[config.mk]
export PLATFORM = sky130hd
export DESIGN_NAME = nand_config_descriptor
export DESIGN_NICKNAME = d
export VERILOG_FILES = /design/src/nand_config_descriptor.v /design/src/descriptor_store.v /design/src/block_protect_check.v
export VERILOG_INCLUDE_DIRS = /design/src
export SDC_FILE = /design/constraint.sdc
export NUM_CORES = 1
export LEC_CHECK = 0
export BUFFER_PORTS_ARGS = -buffer_cell sky130_fd_sc_hd__buf_2
export CORE_UTILIZATION = 40
export DETAILED_ROUTE_END_ITERATION = 16
export GPL_ROUTABILITY_DRIVEN = 1
export PLACE_DENSITY = 0.75
export SETUP_SLACK_MARGIN = 0.5
export SLEW_MARGIN = 20
export SYNTH_ARGS = -nofsm -noshare
export SYNTH_HDL_FRONTEND = slang
export SYNTH_SLANG_ARGS = --single-unit
[constraint.sdc]
create_clock -name ref_clk -period 6.15 [get_ports ref_clk]
set_clock_uncertainty 0.1 [all_clocks]
set_input_delay 1.23 -clock ref_clk [delete_from_list [all_inputs] [get_ports ref_clk]]
set_output_delay 1.23 -clock ref_clk [all_outputs]
set_load 0.02 [all_outputs]
[src/nand_config_map.vh]
// nand_config_map.vh: descriptor byte indices, field positions, reset values
// assumes: included by the descriptor loader and its helpers
`ifndef NAND_CONFIG_MAP_VH
`define NAND_CONFIG_MAP_VH

// descriptor byte indices
`define IDX_MAIN_PAGE_CONFIG      3'h0
`define IDX_CARD_PAGE_CONFIG      3'h1
`define IDX_DEVICE_SUB_CONFIG     3'h2
`define IDX_BLOCK_SUB_CONFIG      3'h3
`define IDX_FIRST_PROT_HIGH       3'h4
`define IDX_FIRST_PROT_LOW        3'h5
`define IDX_LAST_PROT_HIGH        3'h6
`define IDX_LAST_PROT_LOW         3'h7
`define IDX_LAST                  3'h7

// reset values
`define RST_MAIN_PAGE_CONFIG      8'h00
`define RST_CARD_PAGE_CONFIG      8'h00
`define RST_DEVICE_SUB_CONFIG     8'h1e
`define RST_BLOCK_SUB_CONFIG      8'h00
`define RST_PROT_BYTE             8'h00

// writable masks (reserved bits read as zero)
`define MASK_PAGE_CONFIG          8'hf8
`define MASK_DEVICE_SUB_CONFIG    8'h7f
`define MASK_BLOCK_SUB_CONFIG     8'h03

// field positions
`define PAGE_UNITS_LO_MSB         7
`define PAGE_UNITS_LO_LSB         4
`define PAGE_UNITS_HI_BIT         3
`define DEV_COUNT_MSB             6
`define DEV_COUNT_LSB             5
`define PROT_SEL_MSB              4
`define PROT_SEL_LSB              1
`define CARD_EN_BIT               0
`define BSIZE_MSB                 1
`define BSIZE_LSB                 0

// page size unit in bytes, shift for 512
`define PAGE_UNIT_SHIFT           9
`define CARD_DEVICE_NUM           2'h3

`endif

[src/nand_config_descriptor.v]
// nand_config_descriptor.v: configuration descriptor loader of the flash controller
// assumes: cpu special-function bus gives one-cycle write/read strobes on the
// config port; inputs synchronous to ref_clk
//
// Operation
// - clocked and writable only when enabled
// - controller runs basic operations; software sequences
// - first write is byte zero, ascending
// - new descriptor replaces previous configuration
// - byte zero main pages, one card
// - page size field bits 7-3, 512-byte units
// - reserved page config bits read zero
// - bits 4-1 select protected devices
// - bit 0 enables removable card support
// - device sub config resets to 1eh
// - block size code gives 32..256 pages
// - pages per block converts page to block
// - bytes 4-5 first protected block, reset zero
// - bytes 6-7 last protected block
// - up to four devices, three plus card
// - page sizes 512 to 8192 bytes; the 5-bit unit field is not limited and decodes 0 to 15872 bytes
// - hardware protects application segment blocks
`timescale 1ns/1ps
`include "nand_config_map.vh"

module nand_config_descriptor
(
  // clock and reset
  input  wire        ref_clk,
  input  wire        rst_b,
  // controller control register bit
  input  wire        controller_enable_bit,
  // config port on cpu bus
  input  wire        config_port_wr,
  input  wire [7:0]  config_port_wdata,
  input  wire        config_port_rd,
  output reg  [7:0]  config_port_rdata_ff,
  output wire [2:0]  byte_pointer,
  output reg         descriptor_done_ff,
  // decoded configuration
  output wire [7:0]  main_page_config,
  output wire [7:0]  card_page_config,
  output wire [7:0]  device_sub_config,
  output wire [7:0]  block_sub_config,
  output wire [4:0]  main_page_size_units,
  output wire [4:0]  card_page_size_units,
  output wire [13:0] main_page_bytes,
  output wire [13:0] card_page_bytes,
  output wire [1:0]  device_count_minus_one,
  output wire [3:0]  protected_device_select,
  output wire        card_support_enable,
  output wire [1:0]  pages_per_block_code,
  output wire [8:0]  pages_per_block,
  output wire [15:0] first_block,
  output wire [15:0] last_block,
  output wire [3:0]  device_allowed,
  output wire        card_device_is_three,
  // protection check request
  input  wire [1:0]  dev_num,
  input  wire [23:0] page_addr,
  output wire [15:0] block_num,
  output reg         block_protected_ff
);

  reg  [2:0]  ptr_ff;
  reg  [2:0]  nxt_ptr;
  reg  [2:0]  rd_ptr_ff;
  reg  [2:0]  nxt_rd_ptr;
  reg         nxt_done;
  wire [63:0] all_bytes;
  wire [7:0]  store_rdata;
  wire        wr_ok;
  wire        rd_ok;
  wire        prot_now;
  reg         rd_pend_ff;

  // writes only while the controller clock is enabled
  assign wr_ok = config_port_wr & controller_enable_bit;
  assign rd_ok = config_port_rd & controller_enable_bit;

  // write pointer
  always @*
  begin
    nxt_ptr  = ptr_ff;
    nxt_done = descriptor_done_ff;
    if (wr_ok)
    begin
      nxt_ptr = ptr_ff + 3'h1;
      if (ptr_ff == `IDX_LAST)
        nxt_done = 1'b1;
    end
  end

  // read pointer walks the bytes the same way, reset by any write taken while enabled
  always @*
  begin
    nxt_rd_ptr = rd_ptr_ff;
    if (wr_ok)
      nxt_rd_ptr = 3'h0;
    else if (rd_ok)
      nxt_rd_ptr = rd_ptr_ff + 3'h1;
  end

  always @(posedge ref_clk)
  begin
    if (!rst_b)
    begin
      ptr_ff             <= 3'h0;
      rd_ptr_ff          <= 3'h0;
      descriptor_done_ff <= 1'b0;
      rd_pend_ff         <= 1'b0;
    end
    else
    begin
      ptr_ff             <= nxt_ptr;
      rd_ptr_ff          <= nxt_rd_ptr;
      descriptor_done_ff <= nxt_done;
      rd_pend_ff         <= rd_ok;
    end
  end

  assign byte_pointer = ptr_ff;

  descriptor_store u_store
  (
    .ref_clk    (ref_clk),
    .rst_b      (rst_b),
    .wr_en      (wr_ok),
    .wr_idx     (ptr_ff),
    .wr_data    (config_port_wdata),
    .rd_idx     (rd_ptr_ff),
    .rd_data_ff (store_rdata),
    .all_bytes  (all_bytes)
  );

  // read data held after a read strobe
  always @(posedge ref_clk)
  begin
    if (!rst_b)
      config_port_rdata_ff <= 8'h00;
    else if (rd_pend_ff)
      config_port_rdata_ff <= store_rdata;
  end

  assign main_page_config  = all_bytes[8*`IDX_MAIN_PAGE_CONFIG+7 -: 8];
  assign card_page_config  = all_bytes[8*`IDX_CARD_PAGE_CONFIG+7 -: 8];
  assign device_sub_config = all_bytes[8*`IDX_DEVICE_SUB_CONFIG+7 -: 8];
  assign block_sub_config  = all_bytes[8*`IDX_BLOCK_SUB_CONFIG+7 -: 8];

  // page size units: bits 3..0 at 7..4, bit 4 at 3
  assign main_page_size_units = {main_page_config[`PAGE_UNITS_HI_BIT],
    main_page_config[`PAGE_UNITS_LO_MSB:`PAGE_UNITS_LO_LSB]};
  assign card_page_size_units = {card_page_config[`PAGE_UNITS_HI_BIT],
    card_page_config[`PAGE_UNITS_LO_MSB:`PAGE_UNITS_LO_LSB]};
  assign main_page_bytes = {main_page_size_units, 9'h000};
  assign card_page_bytes = {card_page_size_units, 9'h000};

  assign device_count_minus_one  =
    device_sub_config[`DEV_COUNT_MSB:`DEV_COUNT_LSB];
  assign protected_device_select =
    device_sub_config[`PROT_SEL_MSB:`PROT_SEL_LSB];
  assign card_support_enable     = device_sub_config[`CARD_EN_BIT];
  assign pages_per_block_code    =
    block_sub_config[`BSIZE_MSB:`BSIZE_LSB];
  assign pages_per_block = 9'h020 << pages_per_block_code;

  assign first_block = {all_bytes[8*`IDX_FIRST_PROT_HIGH+7 -: 8],
                        all_bytes[8*`IDX_FIRST_PROT_LOW+7 -: 8]};
  assign last_block  = {all_bytes[8*`IDX_LAST_PROT_HIGH+7 -: 8],
                        all_bytes[8*`IDX_LAST_PROT_LOW+7 -: 8]};

  // devices allowed for selection; card always sits on device three
  genvar d;
  generate
    for (d = 0; d < 4; d = d + 1)
    begin : g_dev
      if (d == 3)
      begin : g_card
        assign device_allowed[d] = card_support_enable |
                                   (device_count_minus_one == 2'h3);
      end
      else
      begin : g_plain
        assign device_allowed[d] = card_support_enable ?
          (d < device_count_minus_one) :
          (d <= device_count_minus_one);
      end
    end
  endgenerate

  assign card_device_is_three = card_support_enable;

  block_protect_check u_prot
  (
    .pages_per_block_code    (pages_per_block_code),
    .protected_device_select (protected_device_select),
    .first_block             (first_block),
    .last_block              (last_block),
    .dev_num                 (dev_num),
    .page_addr               (page_addr),
    .block_num               (block_num),
    .block_protected         (prot_now)
  );

  // registered protection verdict for the write path
  always @(posedge ref_clk)
  begin
    if (!rst_b)
      block_protected_ff <= 1'b0;
    else
      block_protected_ff <= prot_now & device_allowed[dev_num];
  end

endmodule // nand_config_descriptor

[src/descriptor_store.v]
// descriptor_store.v: eight-byte descriptor memory with registered read port
// assumes: single clock, synchronous active-low reset, one write per cycle
`timescale 1ns/1ps
`include "nand_config_map.vh"

module descriptor_store
(
  // clock and reset
  input  wire        ref_clk,
  input  wire        rst_b,
  // write port
  input  wire        wr_en,
  input  wire [2:0]  wr_idx,
  input  wire [7:0]  wr_data,
  // read port
  input  wire [2:0]  rd_idx,
  output reg  [7:0]  rd_data_ff,
  // all bytes flattened, byte n at [8n+7:8n]
  output wire [63:0] all_bytes
);

  genvar g;
  generate
    for (g = 0; g < 8; g = g + 1)
    begin : g_byte
      // one register per byte, so each has a single driving process
      reg  [7:0] byte_ff;
      wire [7:0] mask;
      wire [7:0] rst_val;
      assign mask    = (g < 2) ? `MASK_PAGE_CONFIG :
                       (g == 2) ? `MASK_DEVICE_SUB_CONFIG :
                       (g == 3) ? `MASK_BLOCK_SUB_CONFIG : 8'hff;
      assign rst_val = (g == 2) ? `RST_DEVICE_SUB_CONFIG : 8'h00;
      always @(posedge ref_clk)
      begin
        if (!rst_b)
          byte_ff <= rst_val;
        else if (wr_en && (wr_idx == g))
          byte_ff <= wr_data & mask;
      end
      assign all_bytes[8*g+7:8*g] = byte_ff;
    end
  endgenerate

  always @(posedge ref_clk)
  begin
    if (!rst_b)
      rd_data_ff <= 8'h00;
    else
      rd_data_ff <= all_bytes[{rd_idx, 3'h0} +: 8];
  end

endmodule // descriptor_store

[src/block_protect_check.v]
// block_protect_check.v: page address to block number, range and device check
// assumes: inputs are static configuration plus a page address from the controller
`timescale 1ns/1ps
`include "nand_config_map.vh"

module block_protect_check
(
  // configuration
  input  wire [1:0]  pages_per_block_code,
  input  wire [3:0]  protected_device_select,
  input  wire [15:0] first_block,
  input  wire [15:0] last_block,
  // request
  input  wire [1:0]  dev_num,
  input  wire [23:0] page_addr,
  // result
  output wire [15:0] block_num,
  output wire        block_protected
);

  reg [23:0] shifted;

  // block = page >> (5 + code): 32, 64, 128 or 256 pages
  always @*
  begin
    case (pages_per_block_code)
      2'h0:    shifted = page_addr >> 5;
      2'h1:    shifted = page_addr >> 6;
      2'h2:    shifted = page_addr >> 7;
      default: shifted = page_addr >> 8;
    endcase
  end

  assign block_num       = shifted[15:0];
  assign block_protected = protected_device_select[dev_num] &
                           (block_num >= first_block) &
                           (block_num <= last_block);

endmodule // block_protect_check

==> results of run 1 <==
-- through the flow --
step | setup WS [ns] | cell area, sq um | util, % | hold WS (ns) | cells
4_1_cts | 2.76 | 5880 | 48.4 | 0.376 | 862
3_3_place_gp | 2.67 | 5540 | 45.6 | 0.356 | 846
6_report | 2.75 | 5880 | 48.4 | 0.378 | 862
5_1_grt | 2.74 | 5880 | 48.4 | 0.405 | 862
2_1_floorplan | 2.88 | 5170 | - | 0.363 | 620
3_5_place_dp | 2.66 | 5540 | 45.6 | 0.357 | 846
-- power breakdown --
part / switching (mW) / internal (mW)
clock: 0.210 / 0.378
sequential: 0.0110 / 0.499
combinational: 0.104 / 0.0577
total: 0.325 / 0.935
-- registers in the layout, indices dropped and copies added, names as in the netlist --
signal and cells:
u_store.rd_data_ff 8, rd_pend_ff 1, descriptor_done_ff 1, block_protected_ff 1
rd_ptr_ff 3, u_store.g_byte.byte_ff 51, config_port_rdata_ff 8, byte_pointer 3
-- cell usage after synthesis, types with 2 or more instances --
| cell | number |
|---|---|
| nor2_1 | 6 |
| nand4_1 | 5 |
| a221o_1 | 2 |
| o211a_1 | 5 |
| ha_1 | 39 |
| and3_1 | 6 |
| mux2_2 | 2 |
| dfxtp_1 | 76 |
| nand2_1 | 111 |
| buf_2 | 9 |
| a21boi_1 | 37 |
| nor3_1 | 2 |
| a21oi_1 | 14 |
| a21boi_0 | 10 |
| o211ai_1 | 3 |
| inv_1 | 36 |
| o21ai_0 | 11 |
| buf_4 | 66 |
| mux2i_1 | 22 |
| o21a_1 | 4 |
| a21o_1 | 4 |
| and2_1 | 7 |
| nor2b_1 | 19 |
| a22oi_1 | 2 |
| nand3_1 | 25 |
| nand2b_1 | 6 |
| mux4_2 | 18 |
| clkbuf_1 | 20 |
-- worst min-delay path by stage --
stage / start / to / slack (ns) / cells after the start
floorplan: u_store.rd_data_ff[0] / config_port_rdata_ff[0] / 0.36 / 2
global route: u_store.g_byte[3].byte_ff[0] / u_store.g_byte[3].byte_ff[0] / 0.40 / 2
global placement: descriptor_done_ff / descriptor_done_ff / 0.36 / 1
detailed placement: descriptor_done_ff / descriptor_done_ff / 0.36 / 1
finish: u_store.g_byte[5].byte_ff[2] / u_store.g_byte[5].byte_ff[2] / 0.38 / 2
CTS: u_store.g_byte[5].byte_ff[2] / u_store.g_byte[5].byte_ff[2] / 0.38 / 2
-- metal layers --
metal | up-vias | wire length (um) | track usage, %
li1 | 2109 | - | -
met1 | 2000 | 5790 | 26.8
met2 | 150 | 6110 | 30.9
met3 | 25 | 924 | 5.03
met4 | 0 | 403 | 7.71
met5 | - | 0 | 0
-- worst max-delay path, stage by stage --
cell    delay [ns]
buf_2         0.13
mux4_2        0.52
buf_2         0.19
-- kinds of logic after synthesis --
family | synth area share [%]
and+or+nand+nor | 17.8
buffers and inverters | 15.0
AOI/OAI and AO/OA | 14.2
DFF | 30.2
muxes | 12.9
adders and majority gates | 9.68
other | 0.0744
xor gates and xnor gates | 0.174
-- cell type report --
cell class / count / area, sq um
fillers: 1186 / 6280
multi-input cells: 411 / 2900
flip-flops and latches: 76 / 1520
repair buffers: 154 / 778
clock buffers: 11 / 253
well taps: 168 / 210
inverters: 37 / 139
clock inverters: 5 / 83.8
==> key figures, run 1 <==
Clock network
  • Worst-Skew Late Latency: between 0.3 and 0.4 ns
  • Number of H-tree levels: 3
  • Hold-fix buffers, CTS: 0
  • Total CTS buffers: 9
  • # clock sinks: 76
  • CTS Buffer Depth: 2
  • CTS tree: yes
  • # Post-CTS Setup Buffers: 0
  • Clk slew on worst S/H paths: approximately 0.06 ns
  • Post_cts resized: 0
  • Root buffer cell: clkbuf_16

STA
  • Setup TNS: 0 ns
  • Least-Margin Pin Slew: 0.953 ns
  • RSZ-0062 raised after global routing: false
  • Period minus WS final: around 3.4 ns
  • FMAX: a little under 300 MHz
  • Final hold vios: 0
  • Period Utilization, post-route: ~55%
  • # setup viols final: 0
  • Max-slew violations: 0
  • Slew headroom: 36.4%

Pwr
  • PwrDens: approximately 210 mW/mm^2
  • Leakage: roughly 2.6 nW
  • Peak VDD IR: 0.127 mV
  • Pwr Total: approximately 1.3 mW

Cells and area
  • Area Overhead vs Synth: 16.6%
  • Most frequent cells in the layout: 151 x buf_2, 111 x nand2_1, 76 x dfxtp_1
  • Diodes inserted: 0
  • Final Net Count: between 700 and 800
  • Most common cell after layout, fill and taps aside: buf_2
  • Layout cells sized above 1: between 20% and 30%

Synthesis
  • Post-synth top area share: a little under a third
  • Mapped Avg Cell Area: ~8.6 sq um
  • Yosys warnings: 0
  • Post-synth design cell area: between 0.005 and 0.006 sq mm
  • FF+latch count, synth: between 70 and 80
  • Area leader, netlist: dfxtp_1
  • Post-synth EDFFs: 0
  • Register area share after synthesis: between 30 and 40%
  • Synth Flop Type: dfxtp_1
  • Top post-synthesis cells by area: dfxtp_1 30%, buf_4 9.8%, ha_1 9.7%
  • Post-synth ARST share: 0%
  • Post-Syn Instances: a little under 600
  • Cell variety after synth: between 40 and 50

Floorplanning
  • Initial core utilization: about 41%
  • Ports: just under 200
  • Chip width: 114 um
  • Die area: around 0.013 sq mm
  • Row cnt: 40
  • Core ar.: 0.0122 sq mm
  • DIE HEIGHT: about 110 um

Routing
  • DRT Wirelength: roughly 13 mm
  • Vias/cell: slightly below 5
  • DR vias: roughly 4300
  • # DRC: 0
  • Initial DRC count: 352
  • Post-DRT Antenna Nets: 0
  • DR pass1 iterations: 4
  • Routed len/inst: 15.4 um

Setup path
  • Reg2reg end: block_protected_ff
  • Worst Setup Start Kind: primary input
  • Worst r2r src: u_store.g_byte[3].byte_ff[1]
  • Crit Path Class: in2out
  • Crit path to: block_num[7]
  • CP required: roughly 4.8 ns
  • Setup crit start: page_addr[15]
  • Top fanout value on the critical path: 4
  • Setup crit end kind: primary output
  • Worst path arrival time: approximately 2.1 ns
  • FF-to-FF setup slack: around 3.2 ns
  • FF-to-FF path depth: 8

Global route
  • GRT overflow: 0
  • First-pass GRT wire length: about 20 mm
  • Initial antenna violation count: 0
  • Vias in the first global route: between 3000 and 4000
  • Largest net degree at the start of global routing: just over 60
  • Total track usage: 20.0%

Min path
  • Worst min path class: reg2reg

Placed design
  • Number of port buffers: between 150 and 200
  • RePlAce Congestion: 0.852
  • DP Wirelength: roughly 10 mm

Job
  • Max Cap Violations: 0

Status
  • Status: complete, no violations
Note: power is estimated with default switching activity, not from simulation.
==> inputs of run 2 (changes only) <==
==> constraint.sdc (replaced) <==
create_clock -name ref_clk -period 3.3 [get_ports ref_clk]
set_clock_uncertainty 0.1 [all_clocks]
set_input_delay 0.66 -clock ref_clk [delete_from_list [all_inputs] [get_ports ref_clk]]
set_output_delay 0.66 -clock ref_clk [all_outputs]
set_load 0.02 [all_outputs]
==> run 2 against run 1 <==
Global-route usage increased by 1.4 points; sequential cell count unchanged; sequential power increased by 86%.
==> key figures, run 2 (synthesized netlist as in run 1, its figures left out) <==
Status
  • Status: complete, no violations

STA
  • RSZ-0062 raised after global routing: false
  • Period minus WS final: approximately 2.6 ns
  • # setup viols final: 0
  • Least-Margin Pin Slew: between 0.9 and 1 ns
  • FMAX: between 300 and 400 MHz
  • Period Utilization, post-route: between 70% and 80%
  • Final hold vios: 0
  • Setup TNS: 0 ns
  • Slew headroom: 35.1%
  • Max-slew violations: 0
  • Final setup margin: ~0.66 ns

Cells and area
  • Most common cell after layout, fill and taps aside: buf_2
  • Max reg flops: roughly 50
  • Layout cells sized above 1: 29.2%
  • Final Net Count: 776
  • Largest Register: u_store.g_byte.byte_ff
  • Area Overhead vs Synth: 18.2%
  • Diodes inserted: 0
  • Fillers: 1153
  • FF/Latch Area: 0.00153 sq mm
  • Area of the multi-input gates: 0.00291 sq mm
  • Most frequent cells in the layout: 151 x buf_2, 111 x nand2_1, 74 x dfxtp_1
  • Top flop regs: u_store.g_byte.byte_ff (51), config_port_rdata_ff (8), u_store.rd_data_ff (8)

Pwr
  • Clock network power share: 46.9%
  • Leakage: roughly 2.6 nW
  • Peak VDD IR: about 0.28 mV
  • Register share of total power: between 30% and 40%
  • Switch Pwr: slightly below 600 uW
  • Internal power: between 1.5 and 2 mW
  • Combinational fraction of design power: between 10% and 20%
  • PwrDens: about 400 mW/mm^2
  • Switching Share: around 25%
  • Pwr Total: between 2 and 2.5 mW

Global route
  • Initial antenna violation count: 0
  • First-pass GRT wire length: roughly 21 mm
  • Vias in the first global route: slightly above 4000
  • Largest net degree at the start of global routing: 45
  • GRT overflow: 0
  • Total track usage: between 20% and 30%

Routing
  • DR pass1 iterations: 5
  • Routed len/inst: ~16 um
  • Initial DRC count: approximately 300
  • DRT Wirelength: between 10 and 15 mm
  • # DRC: 0
  • Post-DRT Antenna Nets: 0
  • DR vias: roughly 4400
  • Vias/cell: 5.11

Setup path
  • Worst path arrival time: approximately 2.8 ns
  • Critical path buffer and inverter count: 0
  • Top fanout value on the critical path: 16
  • Worst path max stage delay: between 0.5 and 0.6 ns
  • Worst Setup Start Kind: flip-flop
  • Crit-path slowest cell: mux4_2
  • Crit-path cells: mux4_2 -> ha_1 -> a21o_1 -> a221o_1 -> a221oi_2 -> nor2_1 -> nor4_2
  • Setup crit end kind: flip-flop
  • Delay-heaviest family, CP: compound AO/OA/AOI/OAI gates
  • CP required: roughly 3.5 ns
  • Crit Path Class: reg2reg

Min path
  • Worst min path class: reg2reg

Floorplanning
  • Core ar.: around 0.012 sq mm
  • Ports: about 190
  • DIE HEIGHT: between 100 and 150 um
  • Row cnt: 40
  • Die area: roughly 0.013 sq mm
  • Initial core utilization: about two fifths
  • Chip width: ~110 um

Placed design
  • Setup Slack @ Placement: 0.429 ns
  • DP Wirelength: 10.5 mm
  • RePlAce Congestion: around 0.91
  • Number of port buffers: roughly 150

Clock network
  • Root buffer cell: clkbuf_16
  • Clk slew on worst S/H paths: 0.06 ns
  • # clock sinks: 76
  • Total CTS buffers: 9
  • Worst-Skew Late Latency: between 0.3 and 0.4 ns
  • CTS Buffer Depth: 2
  • Number of H-tree levels: 3
  • CTS tree: yes
  • Hold-fix buffers, CTS: 0

Job
  • Max Cap Violations: 0
run 2: area by class of cell:
class                      count  share of cell area [%]
inverter                      37                    2.33
sequential                    76                    25.6
tap                          168                    3.52
multi-input combinational    411                    48.7
clock inverter                 4                    1.64
timing repair buffer         163                    14.2
clock buffer                  12                    3.97
run 2: per-layer routing:
layer | GRT usage, % | vias up | wire, um
li1 | - | 2134 | -
met3 | 5.98 | 32 | 1000
met2 | 33.9 | 197 | 6660
met4 | 8.05 | 0 | 377
met5 | 0 | - | 0
met1 | 27.7 | 2086 | 5940
run 2: through the flow:
step / hold slack [ns] / instance area [sq um] / util (%) / std cells
CTS: 0.373 / 5920 / 48.7 / 866
floorplan: 0.363 / 5180 / - / 620
global placement: 0.344 / 5580 / 45.9 / 850
finish: 0.374 / 5960 / 49.0 / 871
detailed placement: 0.353 / 5580 / 45.9 / 850
global route: 0.406 / 5960 / 49.0 / 871
run 2: worst reg2reg max path, stage by stage (launching register included):
cell	delay, ns
dfxtp_4	0.48
mux4_2	0.58
ha_1	0.32
a21o_1	0.18
a221o_1	0.33
a221oi_2	0.27
nor2_1	0.08
nor4_2	0.21
run 2: power by group through the flow:
stage                     Sequential (mW)  Combinational (mW)  Clock [mW]
after global placement              0.971               0.301           0
after CTS                           0.950               0.308        1.13
final                               0.950               0.312        1.12
after detailed placement            0.971               0.306           0
after global routing                0.952               0.339        1.17
after floorplan                     0.975               0.243           0
run 2: repair_timing:
item / 4_1_cts / 5_1_grt
endpoints found under the setup margin: 1 / 1
buffers inserted: 0 / 5
resized for setup: 1 / 3
run 2: final timing paths:
check	slack (ns)	from	cells after the start	to
setup / recovery	0.66	u_store.g_byte[3].byte_ff[1]	7	block_protected_ff
setup reg to reg	0.66	u_store.g_byte[3].byte_ff[1]	7	block_protected_ff
hold reg to reg	0.37	u_store.g_byte[6].byte_ff[2]	2	u_store.g_byte[6].byte_ff[2]
hold / removal	0.37	u_store.g_byte[6].byte_ff[2]	2	u_store.g_byte[6].byte_ff[2]
